===== src/i2cpg_defs.vh =====
/*
  constants of the two-wire page access slave: byte layout, row size,
  programming interval and the internal location space.
  assumes inclusion by the slave design files only.
*/
`ifndef I2CPG_DEFS_VH
`define I2CPG_DEFS_VH

`define I2CPG_CLK_MHZ 250
`define I2CPG_NV_PROG_US 10
`define I2CPG_NV_PROG_CYC (`I2CPG_NV_PROG_US * `I2CPG_CLK_MHZ)
`define I2CPG_ROW_BYTES 8
`define I2CPG_ROW_BITS 3
`define I2CPG_LOC_BITS 8
`define I2CPG_MEM_WORDS 256
`define I2CPG_DEV_ADDR 7'h50
`define I2CPG_BIT_LAST 4'h7
`define I2CPG_BIT_ACK 4'h8
`define I2CPG_RW_BIT 0

`endif


===== src/i2cpg_sync.v =====
/*
  two-flip-flop synchroniser for the bus wires.
  assumes inputs come from outside the i_mclk domain.
*/
`timescale 1ns/1ps
module i2cpg_sync #(
  parameter RESET_VAL = 1'b1
) (
  input wire i_mclk,
  input wire i_rst_n,
  input wire i_async,
  output reg o_sync
);
  reg stage1;

  always @(posedge i_mclk) begin
    if (!i_rst_n) begin
      stage1 <= RESET_VAL;
      o_sync <= RESET_VAL;
    end else begin
      stage1 <= i_async;
      o_sync <= stage1;
    end
  end
endmodule // i2cpg_sync


===== src/i2cpg_slave.v =====
/*
  two-wire slave with paged nonvolatile memory: byte and row writes,
  row wrap, programming busy period, current, random and sequential reads.
  assumes scl and sda arrive asynchronously; sda is open drain, pulled up.
*/
`timescale 1ns/1ps
`include "i2cpg_defs.vh"
module i2cpg_slave #(
  parameter LOC_BITS = `I2CPG_LOC_BITS,
  parameter MEM_WORDS = `I2CPG_MEM_WORDS,
  parameter [6:0] DEV_ADDR = `I2CPG_DEV_ADDR, // arbitrary value
  parameter PROG_CYC = `I2CPG_NV_PROG_CYC
) (
  input wire i_mclk,
  input wire i_rst_n,
  input wire i_scl,
  input wire i_sda,
  output reg o_sda,
  output reg o_sda_oe,
  output reg o_nv_busy,
  output reg o_nv_commit,
  output reg [LOC_BITS-1:0] o_nv_row_base
);

  localparam ST_IDLE = 3'h0;
  localparam ST_ADDR = 3'h1;
  localparam ST_LOC = 3'h2;
  localparam ST_WDATA = 3'h3;
  localparam ST_RDATA = 3'h4;
  localparam ST_RACK = 3'h5;

  //////////////////////////////////////////////////////////////////////
  // pin sampling and bus condition detection

  wire scl_s;
  wire sda_s;
  reg scl_d;
  reg sda_d;

  i2cpg_sync #(.RESET_VAL(1'b1)) u_scl_sync (
    .i_mclk(i_mclk),
    .i_rst_n(i_rst_n),
    .i_async(i_scl),
    .o_sync(scl_s)
  );

  i2cpg_sync #(.RESET_VAL(1'b1)) u_sda_sync (
    .i_mclk(i_mclk),
    .i_rst_n(i_rst_n),
    .i_async(i_sda),
    .o_sync(sda_s)
  );

  always @(posedge i_mclk) begin
    if (!i_rst_n) begin
      scl_d <= 1'b1;
      sda_d <= 1'b1;
    end else begin
      scl_d <= scl_s;
      sda_d <= sda_s;
    end
  end

  wire scl_rise = scl_s & ~scl_d;
  wire scl_fall = ~scl_s & scl_d;
  wire start_det = scl_s & scl_d & sda_d & ~sda_s;
  wire stop_det = scl_s & scl_d & ~sda_d & sda_s;

  //////////////////////////////////////////////////////////////////////
  // helpers

  // next location inside the same row
  function [LOC_BITS-1:0] row_next;
    input [LOC_BITS-1:0] loc;
    begin
      row_next = {loc[LOC_BITS-1:`I2CPG_ROW_BITS],
                  loc[`I2CPG_ROW_BITS-1:0] + 3'h1};
    end
  endfunction

  // base location of the row holding loc
  function [LOC_BITS-1:0] row_base;
    input [LOC_BITS-1:0] loc;
    begin
      row_base = {loc[LOC_BITS-1:`I2CPG_ROW_BITS], 3'h0};
    end
  endfunction

  // next location across the whole space, for reads
  function [LOC_BITS-1:0] loc_step;
    input [LOC_BITS-1:0] loc;
    begin
      loc_step = loc + 1'b1;
    end
  endfunction

  //////////////////////////////////////////////////////////////////////
  // memory and state

  reg [7:0] mem [0:MEM_WORDS-1];
  reg [2:0] state;
  reg [3:0] bit_cnt;
  reg [7:0] shift;
  reg [LOC_BITS-1:0] loc_cnt;
  reg wrote_data;
  reg [31:0] prog_cnt;
  reg in_ack;
  reg [31:0] next_prog_cnt;
  reg next_busy;
  reg next_commit;
  reg [2:0] next_state;
  reg next_ack;

  wire addr_hit = (shift[7:1] == DEV_ADDR);
  wire active = (state != ST_IDLE);
  wire tx_phase = (state == ST_RDATA) && !in_ack;
  wire rx_sample = active && scl_rise && !in_ack && !tx_phase;
  wire master_answer = active && scl_rise && in_ack && (state == ST_RACK);
  wire byte_end = (bit_cnt == `I2CPG_BIT_ACK);
  wire rx_byte_end = active && scl_fall && !in_ack && !tx_phase && byte_end;
  wire prog_start = stop_det && wrote_data;
  wire mem_we = rx_byte_end && (state == ST_WDATA);
  wire [7:0] tx_byte = mem[loc_cnt];

  //////////////////////////////////////////////////////////////////////
  // programming interval timer

  always @* begin
    next_prog_cnt = prog_cnt;
    next_busy = o_nv_busy;
    next_commit = 1'b0;
    if (prog_start) begin
      next_busy = 1'b1;
      next_prog_cnt = PROG_CYC;
    end else if (o_nv_busy) begin
      next_prog_cnt = prog_cnt - 32'h1;
      if (prog_cnt == 32'h1) begin
        next_busy = 1'b0;
        next_commit = 1'b1;
      end
    end
  end

  always @(posedge i_mclk) begin
    if (!i_rst_n) begin
      prog_cnt <= 32'h0;
      o_nv_busy <= 1'b0;
      o_nv_commit <= 1'b0;
      o_nv_row_base <= {LOC_BITS{1'b0}};
    end else begin
      prog_cnt <= next_prog_cnt;
      o_nv_busy <= next_busy;
      o_nv_commit <= next_commit;
      if (prog_start) begin
        o_nv_row_base <= row_base(loc_cnt);
      end
    end
  end

  //////////////////////////////////////////////////////////////////////
  // row storage, written when a data byte ends

  always @(posedge i_mclk) begin
    if (mem_we) begin
      mem[loc_cnt] <= shift;
    end
  end

  //////////////////////////////////////////////////////////////////////
  // sda drive value, always low when enabled

  always @(posedge i_mclk) begin
    if (!i_rst_n) begin
      o_sda <= 1'b1;
    end else begin
      o_sda <= 1'b0;
    end
  end

  //////////////////////////////////////////////////////////////////////
  // decision after the eighth bit of a received byte

  always @* begin
    next_state = ST_IDLE;
    next_ack = 1'b0;
    case (state)
      ST_ADDR: begin
        if (addr_hit && !o_nv_busy) begin
          next_ack = 1'b1;
          next_state = shift[`I2CPG_RW_BIT] ? ST_RDATA : ST_LOC;
        end
      end
      ST_LOC: begin
        next_ack = 1'b1;
        next_state = ST_WDATA;
      end
      ST_WDATA: begin
        next_ack = 1'b1;
        next_state = ST_WDATA;
      end
      default: begin
        next_ack = 1'b0;
        next_state = ST_IDLE;
      end
    endcase
  end

  //////////////////////////////////////////////////////////////////////
  // bus transaction sequencer

  always @(posedge i_mclk) begin
    if (!i_rst_n) begin
      state <= ST_IDLE;
      bit_cnt <= 4'h0;
      shift <= 8'h00;
      loc_cnt <= {LOC_BITS{1'b0}};
      wrote_data <= 1'b0;
      in_ack <= 1'b0;
      o_sda_oe <= 1'b0;
    end else if (start_det) begin
      state <= ST_ADDR;
      bit_cnt <= 4'h0;
      in_ack <= 1'b0;
      o_sda_oe <= 1'b0;
    end else if (stop_det) begin
      state <= ST_IDLE;
      bit_cnt <= 4'h0;
      in_ack <= 1'b0;
      o_sda_oe <= 1'b0;
      wrote_data <= 1'b0;
    end else if (rx_sample) begin
      shift <= {shift[6:0], sda_s};
      bit_cnt <= bit_cnt + 4'h1;
    end else if (master_answer) begin
      // master answer to a read byte
      if (sda_s) begin
        state <= ST_IDLE;
      end else begin
        state <= ST_RDATA;
      end
    end else if (active && scl_fall && in_ack) begin
      // end of an acknowledge bit
      in_ack <= 1'b0;
      bit_cnt <= 4'h0;
      o_sda_oe <= 1'b0;
      if (state == ST_RDATA) begin
        o_sda_oe <= ~tx_byte[7];
        shift <= {tx_byte[6:0], 1'b0};
        bit_cnt <= 4'h1;
      end
    end else if (tx_phase && scl_fall) begin
      if (byte_end) begin
        o_sda_oe <= 1'b0; // release for master answer
        loc_cnt <= loc_step(loc_cnt);
        state <= ST_RACK;
        in_ack <= 1'b1;
      end else begin
        o_sda_oe <= ~shift[7];
        shift <= {shift[6:0], 1'b0};
        bit_cnt <= bit_cnt + 4'h1;
      end
    end else if (rx_byte_end) begin
      in_ack <= next_ack;
      state <= next_state;
      o_sda_oe <= next_ack;
      if (state == ST_LOC) begin
        loc_cnt <= shift[LOC_BITS-1:0];
      end
      if (state == ST_WDATA) begin
        loc_cnt <= row_next(loc_cnt);
        wrote_data <= 1'b1;
      end
    end
  end

endmodule // i2cpg_slave


===== config.mk =====
export PLATFORM = sky130hd
export DESIGN_NAME = i2cpg_slave
export DESIGN_NICKNAME = d
export VERILOG_FILES = /design/src/i2cpg_sync.v /design/src/i2cpg_slave.v
export VERILOG_INCLUDE_DIRS = /design/src
export SDC_FILE = /design/constraint.sdc
export NUM_CORES = 2
export LEC_CHECK = 0
export BUFFER_PORTS_ARGS = -buffer_cell sky130_fd_sc_hd__buf_2
export CORE_UTILIZATION = 55
export CTS_CLUSTER_DIAMETER = 100
export CTS_CLUSTER_SIZE = 20
export DETAILED_ROUTE_END_ITERATION = 8
export GPL_ROUTABILITY_DRIVEN = 0
export PLACE_DENSITY = 0.67
export SETUP_SLACK_MARGIN = 0.15
export SLEW_MARGIN = 20
export SYNTH_ARGS = -nofsm -noshare
export SYNTH_HDL_FRONTEND = slang
export SYNTH_HIERARCHICAL = 1
export SYNTH_SLANG_ARGS = --single-unit

===== constraint.sdc =====
create_clock -name i_mclk -period 9.5 [get_ports i_mclk]
set_input_delay 0.475 -clock i_mclk [delete_from_list [all_inputs] [get_ports i_mclk]]
set_output_delay 0.475 -clock i_mclk [all_outputs]
set_load 0.03 [all_outputs]

# == Yosys cells after proc, flatten, opt, wreduce, memory -nomap -nowiden ==
# Memories as Yosys holds them, arrays and structs flattened.
# Index checks and enable logic that the tools add are counted.
# word_totals
ramBits,2048
reg_bits,72
word_cells,166
n_memories,1
# classes
n_eq_ne,23
n_addsub,4
bitwise,20
reduce_logical,42
mux,55
# mem_list
memory,words,width,rd,rd_ports_with_merged_regs,write_ports,line,text
mem,256,8,1,0,1,i2cpg_slave.v:100,reg [7:0] mem [0:MEM_WORDS-1];
# op_table
operator,count
8-bit two-way mux,11
32-bit by 1-bit equality test with 1-bit output (second input constant),1
32-bit by 1-bit subtractor with 32-bit output (second input constant),1
1-bit two-way mux,27
12-bit two-way mux,2
3-bit two-way mux,8
4-bit two-way mux,5
2-bit inequality test (second input constant),8
1-bit logical AND,15
3-bit nonzero test,5
1-bit NOT,13
3-bit inequality test (second input constant),4
4-bit AND reduction,3
2-bit nonzero test,5
9-bit AND reduction,1
8-bit by 1-bit adder with 8-bit output (second input constant),1
8-bit AND reduction,1
1-bit AND,7
7-bit equality test (second input constant),1
7-bit AND reduction,1
3-bit by 2-bit equality test with 1-bit output (second input constant),2
3-bit equality test (second input constant),2
3-bit one-hot mux with 2 select lines,1
3-bit AND reduction,2
13 further kinds,17

# == Longest topological paths before layout ==
# depth
depth_word,13
mapped_depth,13
mapped_depth_nobuf,10

# == Modules after synthesis ==
# The synthesis kept the hierarchy.
# by_module_without_submodules
module,area_per_inst_um2,seq_area_each_um2,instances,cells_per_inst
i2cpg_slave,81909.8,62860.3,1,3969
i2cpg_sync,52.6,40.0,2,4

# == Least setup slack after synthesis ==
# Ideal clock, no wire load.
# synth_timing
path_kind,reg-to-reg
start,register shift[5]
end,register o_sda_oe
path_stages_with_launch,7
setup_slack_ns,4.505
setup_time_ns,0.092
arrival_ns,4.903
cell_sequence,dfxtp_1 nor4b_1 nand4b_1 or4_1 o211ai_1 a22oi_1 o32ai_1
# synth_between
elab_chain_cells,7
# synth_rtl
element,line,text
"start, declared",i2cpg_slave.v:103,reg [7:0] shift;
"start signal, assigned",i2cpg_slave.v:232,"shift <= {shift[6:0], sda_s};"
"start signal, assigned",i2cpg_slave.v:248,"shift <= {tx_byte[6:0], 1'b0};"
"start signal, assigned",i2cpg_slave.v:259,"shift <= {shift[6:0], 1'b0};"
7-bit equality test,i2cpg_slave.v:114,wire addr_hit = (shift[7:1] == DEV_ADDR);
1-bit logical AND,i2cpg_slave.v:188,if (addr_hit && !o_nv_busy) begin
1-bit two-way mux,i2cpg_slave.v:188,
1-bit one-hot mux with 2 select lines,i2cpg_slave.v:186,case (state)
1-bit two-way mux,i2cpg_slave.v:262,end else if (rx_byte_end) begin
1-bit two-way mux,i2cpg_slave.v:251,end else if (tx_phase && scl_fall) begin
1-bit two-way mux,i2cpg_slave.v:241,end else if (active && scl_fall && in_ack) begin
"end signal, assigned",i2cpg_slave.v:247,o_sda_oe <= ~tx_byte[7];
"end signal, assigned",i2cpg_slave.v:258,o_sda_oe <= ~shift[7];
"end signal, assigned",i2cpg_slave.v:265,o_sda_oe <= next_ack;
"end, declared",i2cpg_slave.v:19,"output reg o_sda_oe,"
# No other way between the ends. The select of a mux whose other input is x is not followed.
# A chain may end at the register's enable or synchronous reset.

# == Worst setup path in the final report ==
# layout_timing
start,register loc_cnt[0]
end,register shift[1]
# layout_between
elab_chain_cells,5
# layout_rtl
element,line,text
"start, declared",i2cpg_slave.v:104,reg [LOC_BITS-1:0] loc_cnt;
"start signal, assigned",i2cpg_slave.v:216,loc_cnt <= {LOC_BITS{1'b0}};
"start signal, assigned",i2cpg_slave.v:254,loc_cnt <= loc_step(loc_cnt);
"start signal, assigned",i2cpg_slave.v:267,loc_cnt <= shift[LOC_BITS-1:0];
memory read 256 x 8 bit,--,
8-bit two-way mux,i2cpg_slave.v:246,if (state == ST_RDATA) begin
8-bit two-way mux,i2cpg_slave.v:241,
8-bit two-way mux,i2cpg_slave.v:234,end else if (master_answer) begin
8-bit two-way mux,i2cpg_slave.v:231,end else if (rx_sample) begin
# No other way between the ends. The select of a mux whose other input is x is not followed.

==> implementation parameters <==
Parameter                              Value

Run status
  Run status ... finished, final reports clean

Global routing
  Number of global-route vias before repair ... 38860
  Initial antenna violation count ... 0
  First-pass GRT wire length ... 283.1 mm
  GRT Util Overall ... 26.26%
  Pin count of the biggest net entering global routing ... 202
  Aggregate global routing overflow ... 0

Worst setup path
  Maximum fanout count along the critical path ... 80
  Length in cells of the worst reg-to-reg path ... 9
  Worst setup EP type ... flop
  WP data required ... 10.15 ns
  Arrival time worst endpoint ... 5.47 ns
  Type of the worst setup path ... reg2reg
  Critical path startpoint category ... flop
  R2r setup slk ... 4.68 ns
  Worst reg2reg startpoint ... loc_cnt[0]
  Reg-to-reg endpoint ... shift[1]

Min path
  Hold wc startpoint ... i_rst_n
  Hold-critical path depth ... 2
  Hold crit path type ... in2reg
  Capture endpoint of the worst hold path ... u_scl_sync/o_sync

Synthesis
  Post-synth top area cell ... sky130_fd_sc_hd__edfxtp_1
  Flop and latch count out of synthesis ... 2120
  Distinct cells, synth ... 65
  Fraction of registers with async set or reset after synthesis ... 0%
  Number of enable-type register cells in the synthesized netlist ... 2048
  Netlist Area Pre-Place ... 82010 um^2
  Syn Inst Count ... 3977
  Dominant cells by area after synthesis ... sky130_fd_sc_hd__edfxtp_1 (75%), sky130_fd_sc_hd__mux4_2 (15%), sky130_fd_sc_hd__dfxtp_1 (1.8%)
  Proportion of synthesized chip area in sequential cells ... 76.74%
  Ys Warns ... 6
  Top-count cell post-synth ... sky130_fd_sc_hd__edfxtp_1
  Most frequent cells after synthesis ... sky130_fd_sc_hd__edfxtp_1 (2048), sky130_fd_sc_hd__mux4_2 (532), sky130_fd_sc_hd__nor2_1 (332), sky130_fd_sc_hd__a22oi_1 (174), sky130_fd_sc_hd__clkbuf_1 (162)
  Post-synthesis average cell area ... 20.62 um^2
  Most instantiated flip-flop cell in the synthesis netlist ... sky130_fd_sc_hd__edfxtp_1
  Proportion of netlist area held by the largest area contributor ... 74.99%

Timing
  RSZ-0062 raised after global routing ... no
  Summed negative setup slack over all endpoints ... 0 ns
  Final period utilization ... 50.70%
  Layout Skew ... 0.04869 ns
  Least-Margin Pin Slew ... 1.225 ns
  Headroom to the max-slew limit ... 18.01%
  Max-slew violations ... 0
  Fin worst setup slack ... 4.684 ns
  Achievable frequency ... 0.2076 GHz
  Shortest period the worst path allows ... 4.816 ns
  Worst-case hold slack ... 0.1184 ns
  Final count of hold timing violations ... 0
  Final number of setup-violating endpoints ... 0

Layout
  Multi-input gate area ... 18060 um^2
  Fraction of layout instances using a drive strength above 1 ... 20.03%
  Layout filler cell count ... 10500
  Area growth syn-to-layout ... 6.723%
  Total Nets Final ... 3956
  Seq. cell area ... 62990 um^2
  Antenna diode instance count ... 0
  Non-filler instance count after layout ... 5920

Clocking
  Total clock buffers created by CTS ... 116
  Clk Tree Root Cell ... sky130_fd_sc_hd__clkbuf_16
  TritonCTS clock tree ... yes
  Maximum level of the CTS H-tree ... 3
  CTS clk-pin slew, worst paths ... 0.09 ns
  Latest clock arrival within the worst-skew pair ... 0.80 ns
  # clock sinks ... 2120
  Worst-case clock buffer depth ... 3

Route
  First-pass DRT Iterations ... 6
  Overall routed net length ... 196.3 mm
  Number of nets with antenna violations after routing ... 0
  Violation count after the first detailed-route iteration ... 5038
  DRC violation count after routing ... 0
  Wirelength per Cell ... 33.16 um
  Total vias in the final route ... 39760
  Number of vias per cell ... 6.716

Power
  Total Power ... 0.01523 W
  Pwr Density ... 174.0 nW/um^2
  Peak supply drop ... 0.1493 mV
  Static leakage power ... 24.81 nW

Floorplan
  Initial Util ... 55.48%
  Chip Height ... 388.2 um
  Row cnt ... 141
  CORE AREA ... 147800 um^2
  Total die area ... 150700 um^2
  Width of the die ... 388.2 um
  IO Count ... 16

Place
  Placement-stage worst setup slack ... 4.691 ns
  Port-buffer cells ... 12
  Number of placed instances, taps included ... 5752
  Final HPWL DP ... 114.5 mm

Job
  Max_cap viols ... 0
-- metal layers --
| layer | vias up | GRT usage, % | share of wire, % |
|---|---|---|---|
| met3 | 267 | 4.481 | 9.0 |
| met4 | 0 | 7.797 | 2.8 |
| li1 | 16320 | - | - |
| met2 | 1911 | 40.53 | 48 |
| met5 | - | 0 | 0 |
| met1 | 21260 | 39.03 | 40 |
-- cell families after synthesis --
logic type,count (synthesis),share of synthesized area [%]
AO/OA/AOI/OAI,385,3.094
XOR/XNOR,28,0.2990
adder cells (fa/ha/maj),8,0.1221
buffers and inverters,265,1.338
flip-flops,2120,76.74
multiplexers,568,15.06
other,1,0.004572
AND/OR/NAND/NOR,602,3.344
-- timing repair --
item,4_1_cts,5_1_grt
hold buffers,2,0
hold endpoints to repair,2,0
resized for setup,0,0
buffers inserted,0,0
-- state kept, by name (all words and copies together), names as in the netlist, 3 cells and up --
register and flops:
bit_cnt 4, loc_cnt 8, mem 2048, o_nv_row_base 5
prog_cnt 32, shift 8, state 3
-- metrics by stage --
stage | util [%] | cell area [um^2]
2_1_floorplan | - | 82020
3_3_place_gp | 57.01 | 84290
3_5_place_dp | 57.01 | 84290
4_1_cts | 59.16 | 87470
5_1_grt | 59.21 | 87530
6_report | 59.21 | 87530
-- worst max-delay path: stages (launching register included) --
cell and delay, ns:
sky130_fd_sc_hd__dfxtp_4 0.74, sky130_fd_sc_hd__buf_12 0.50, sky130_fd_sc_hd__buf_4 0.72, sky130_fd_sc_hd__mux4_2 0.58, sky130_fd_sc_hd__a22oi_1 0.37, sky130_fd_sc_hd__a21oi_1 0.16, sky130_fd_sc_hd__nor4_1 0.65, sky130_fd_sc_hd__o22ai_1 0.28
sky130_fd_sc_hd__o31ai_1 0.33, sky130_fd_sc_hd__a31oi_1 0.12
-- area by class of cell --
cell class,instances,area share [%]
Multi-Input combinational cell,1594,20.63
Timing Repair Buffer,99,0.9849
Tap cell,1930,2.759
Clock buffer,155,3.508
Clock inverter,9,0.1001
Inverter,13,0.05718
Sequential cell,2120,71.96
-- power by group --
| part | internal [W] | switching, W |
|---|---|---|
| registers | 0.0101 | 0.00000404 |
| logic | 0.00000413 | 0.0000204 |
| clock network | 0.00225 | 0.00287 |
| total | 0.0123 | 0.00290 |
-- worst max path at each step --
| stage | startpoint | endpoint | slack (ns) | cells after the start |
|---|---|---|---|---|
| finish | loc_cnt[0] | shift[1] | 4.68 | 9 |
| global route | loc_cnt[0] | shift[3] | 4.40 | 9 |
| CTS | loc_cnt[0] | shift[2] | 4.68 | 10 |
| detailed placement | loc_cnt[0] | shift[2] | 4.69 | 10 |
| global placement | loc_cnt[0] | shift[1] | 4.52 | 9 |
| floorplan | shift[5] | o_sda_oe | 4.50 | 6 |
-- cell usage in the layout (no fill, tap or decap), types with 4 or more instances in the layout --
master | synthesis | layout
sky130_fd_sc_hd__nor2_1 | 332 | 327
sky130_fd_sc_hd__or3_1 | 8 | 8
sky130_fd_sc_hd__nand3_1 | 37 | 29
sky130_fd_sc_hd__buf_4 | 8 | 74
sky130_fd_sc_hd__nand2b_1 | 20 | 20
sky130_fd_sc_hd__edfxtp_1 | 2048 | 2048
sky130_fd_sc_hd__buf_2 | 58 | 12
sky130_fd_sc_hd__o21ai_0 | 28 | 28
sky130_fd_sc_hd__nor2b_1 | 13 | 13
sky130_fd_sc_hd__xnor2_1 | 22 | 22
sky130_fd_sc_hd__dfxtp_4 | 0 | 11
sky130_fd_sc_hd__a211oi_1 | 8 | 8
sky130_fd_sc_hd__clkbuf_16 | 0 | 117
sky130_fd_sc_hd__o22ai_1 | 6 | 6
sky130_fd_sc_hd__nor3_1 | 30 | 30
sky130_fd_sc_hd__nand2_1 | 76 | 76
sky130_fd_sc_hd__a31oi_1 | 12 | 12
sky130_fd_sc_hd__a2111oi_0 | 5 | 4
sky130_fd_sc_hd__clkbuf_1 | 162 | 38
sky130_fd_sc_hd__mux2i_1 | 31 | 31
sky130_fd_sc_hd__mux4_2 | 532 | 532
sky130_fd_sc_hd__o211ai_1 | 5 | 5
sky130_fd_sc_hd__a22oi_1 | 174 | 174
sky130_fd_sc_hd__o31ai_1 | 6 | 6
sky130_fd_sc_hd__nand3_2 | 0 | 8
sky130_fd_sc_hd__dfxtp_1 | 72 | 58
sky130_fd_sc_hd__nor4_1 | 31 | 31
sky130_fd_sc_hd__buf_12 | 0 | 8
sky130_fd_sc_hd__nand4_1 | 15 | 15
sky130_fd_sc_hd__and3_1 | 7 | 7
sky130_fd_sc_hd__inv_1 | 11 | 11
sky130_fd_sc_hd__a21oi_1 | 118 | 118
sky130_fd_sc_hd__mux2_2 | 5 | 5
sky130_fd_sc_hd__nor2_4 | 0 | 4
sky130_fd_sc_hd__xor2_1 | 6 | 6
sky130_fd_sc_hd__ha_1 | 8 | 8
sky130_fd_sc_hd__or4_1 | 4 | 4
No activity file was read; power rests on OpenSTA's default activity.
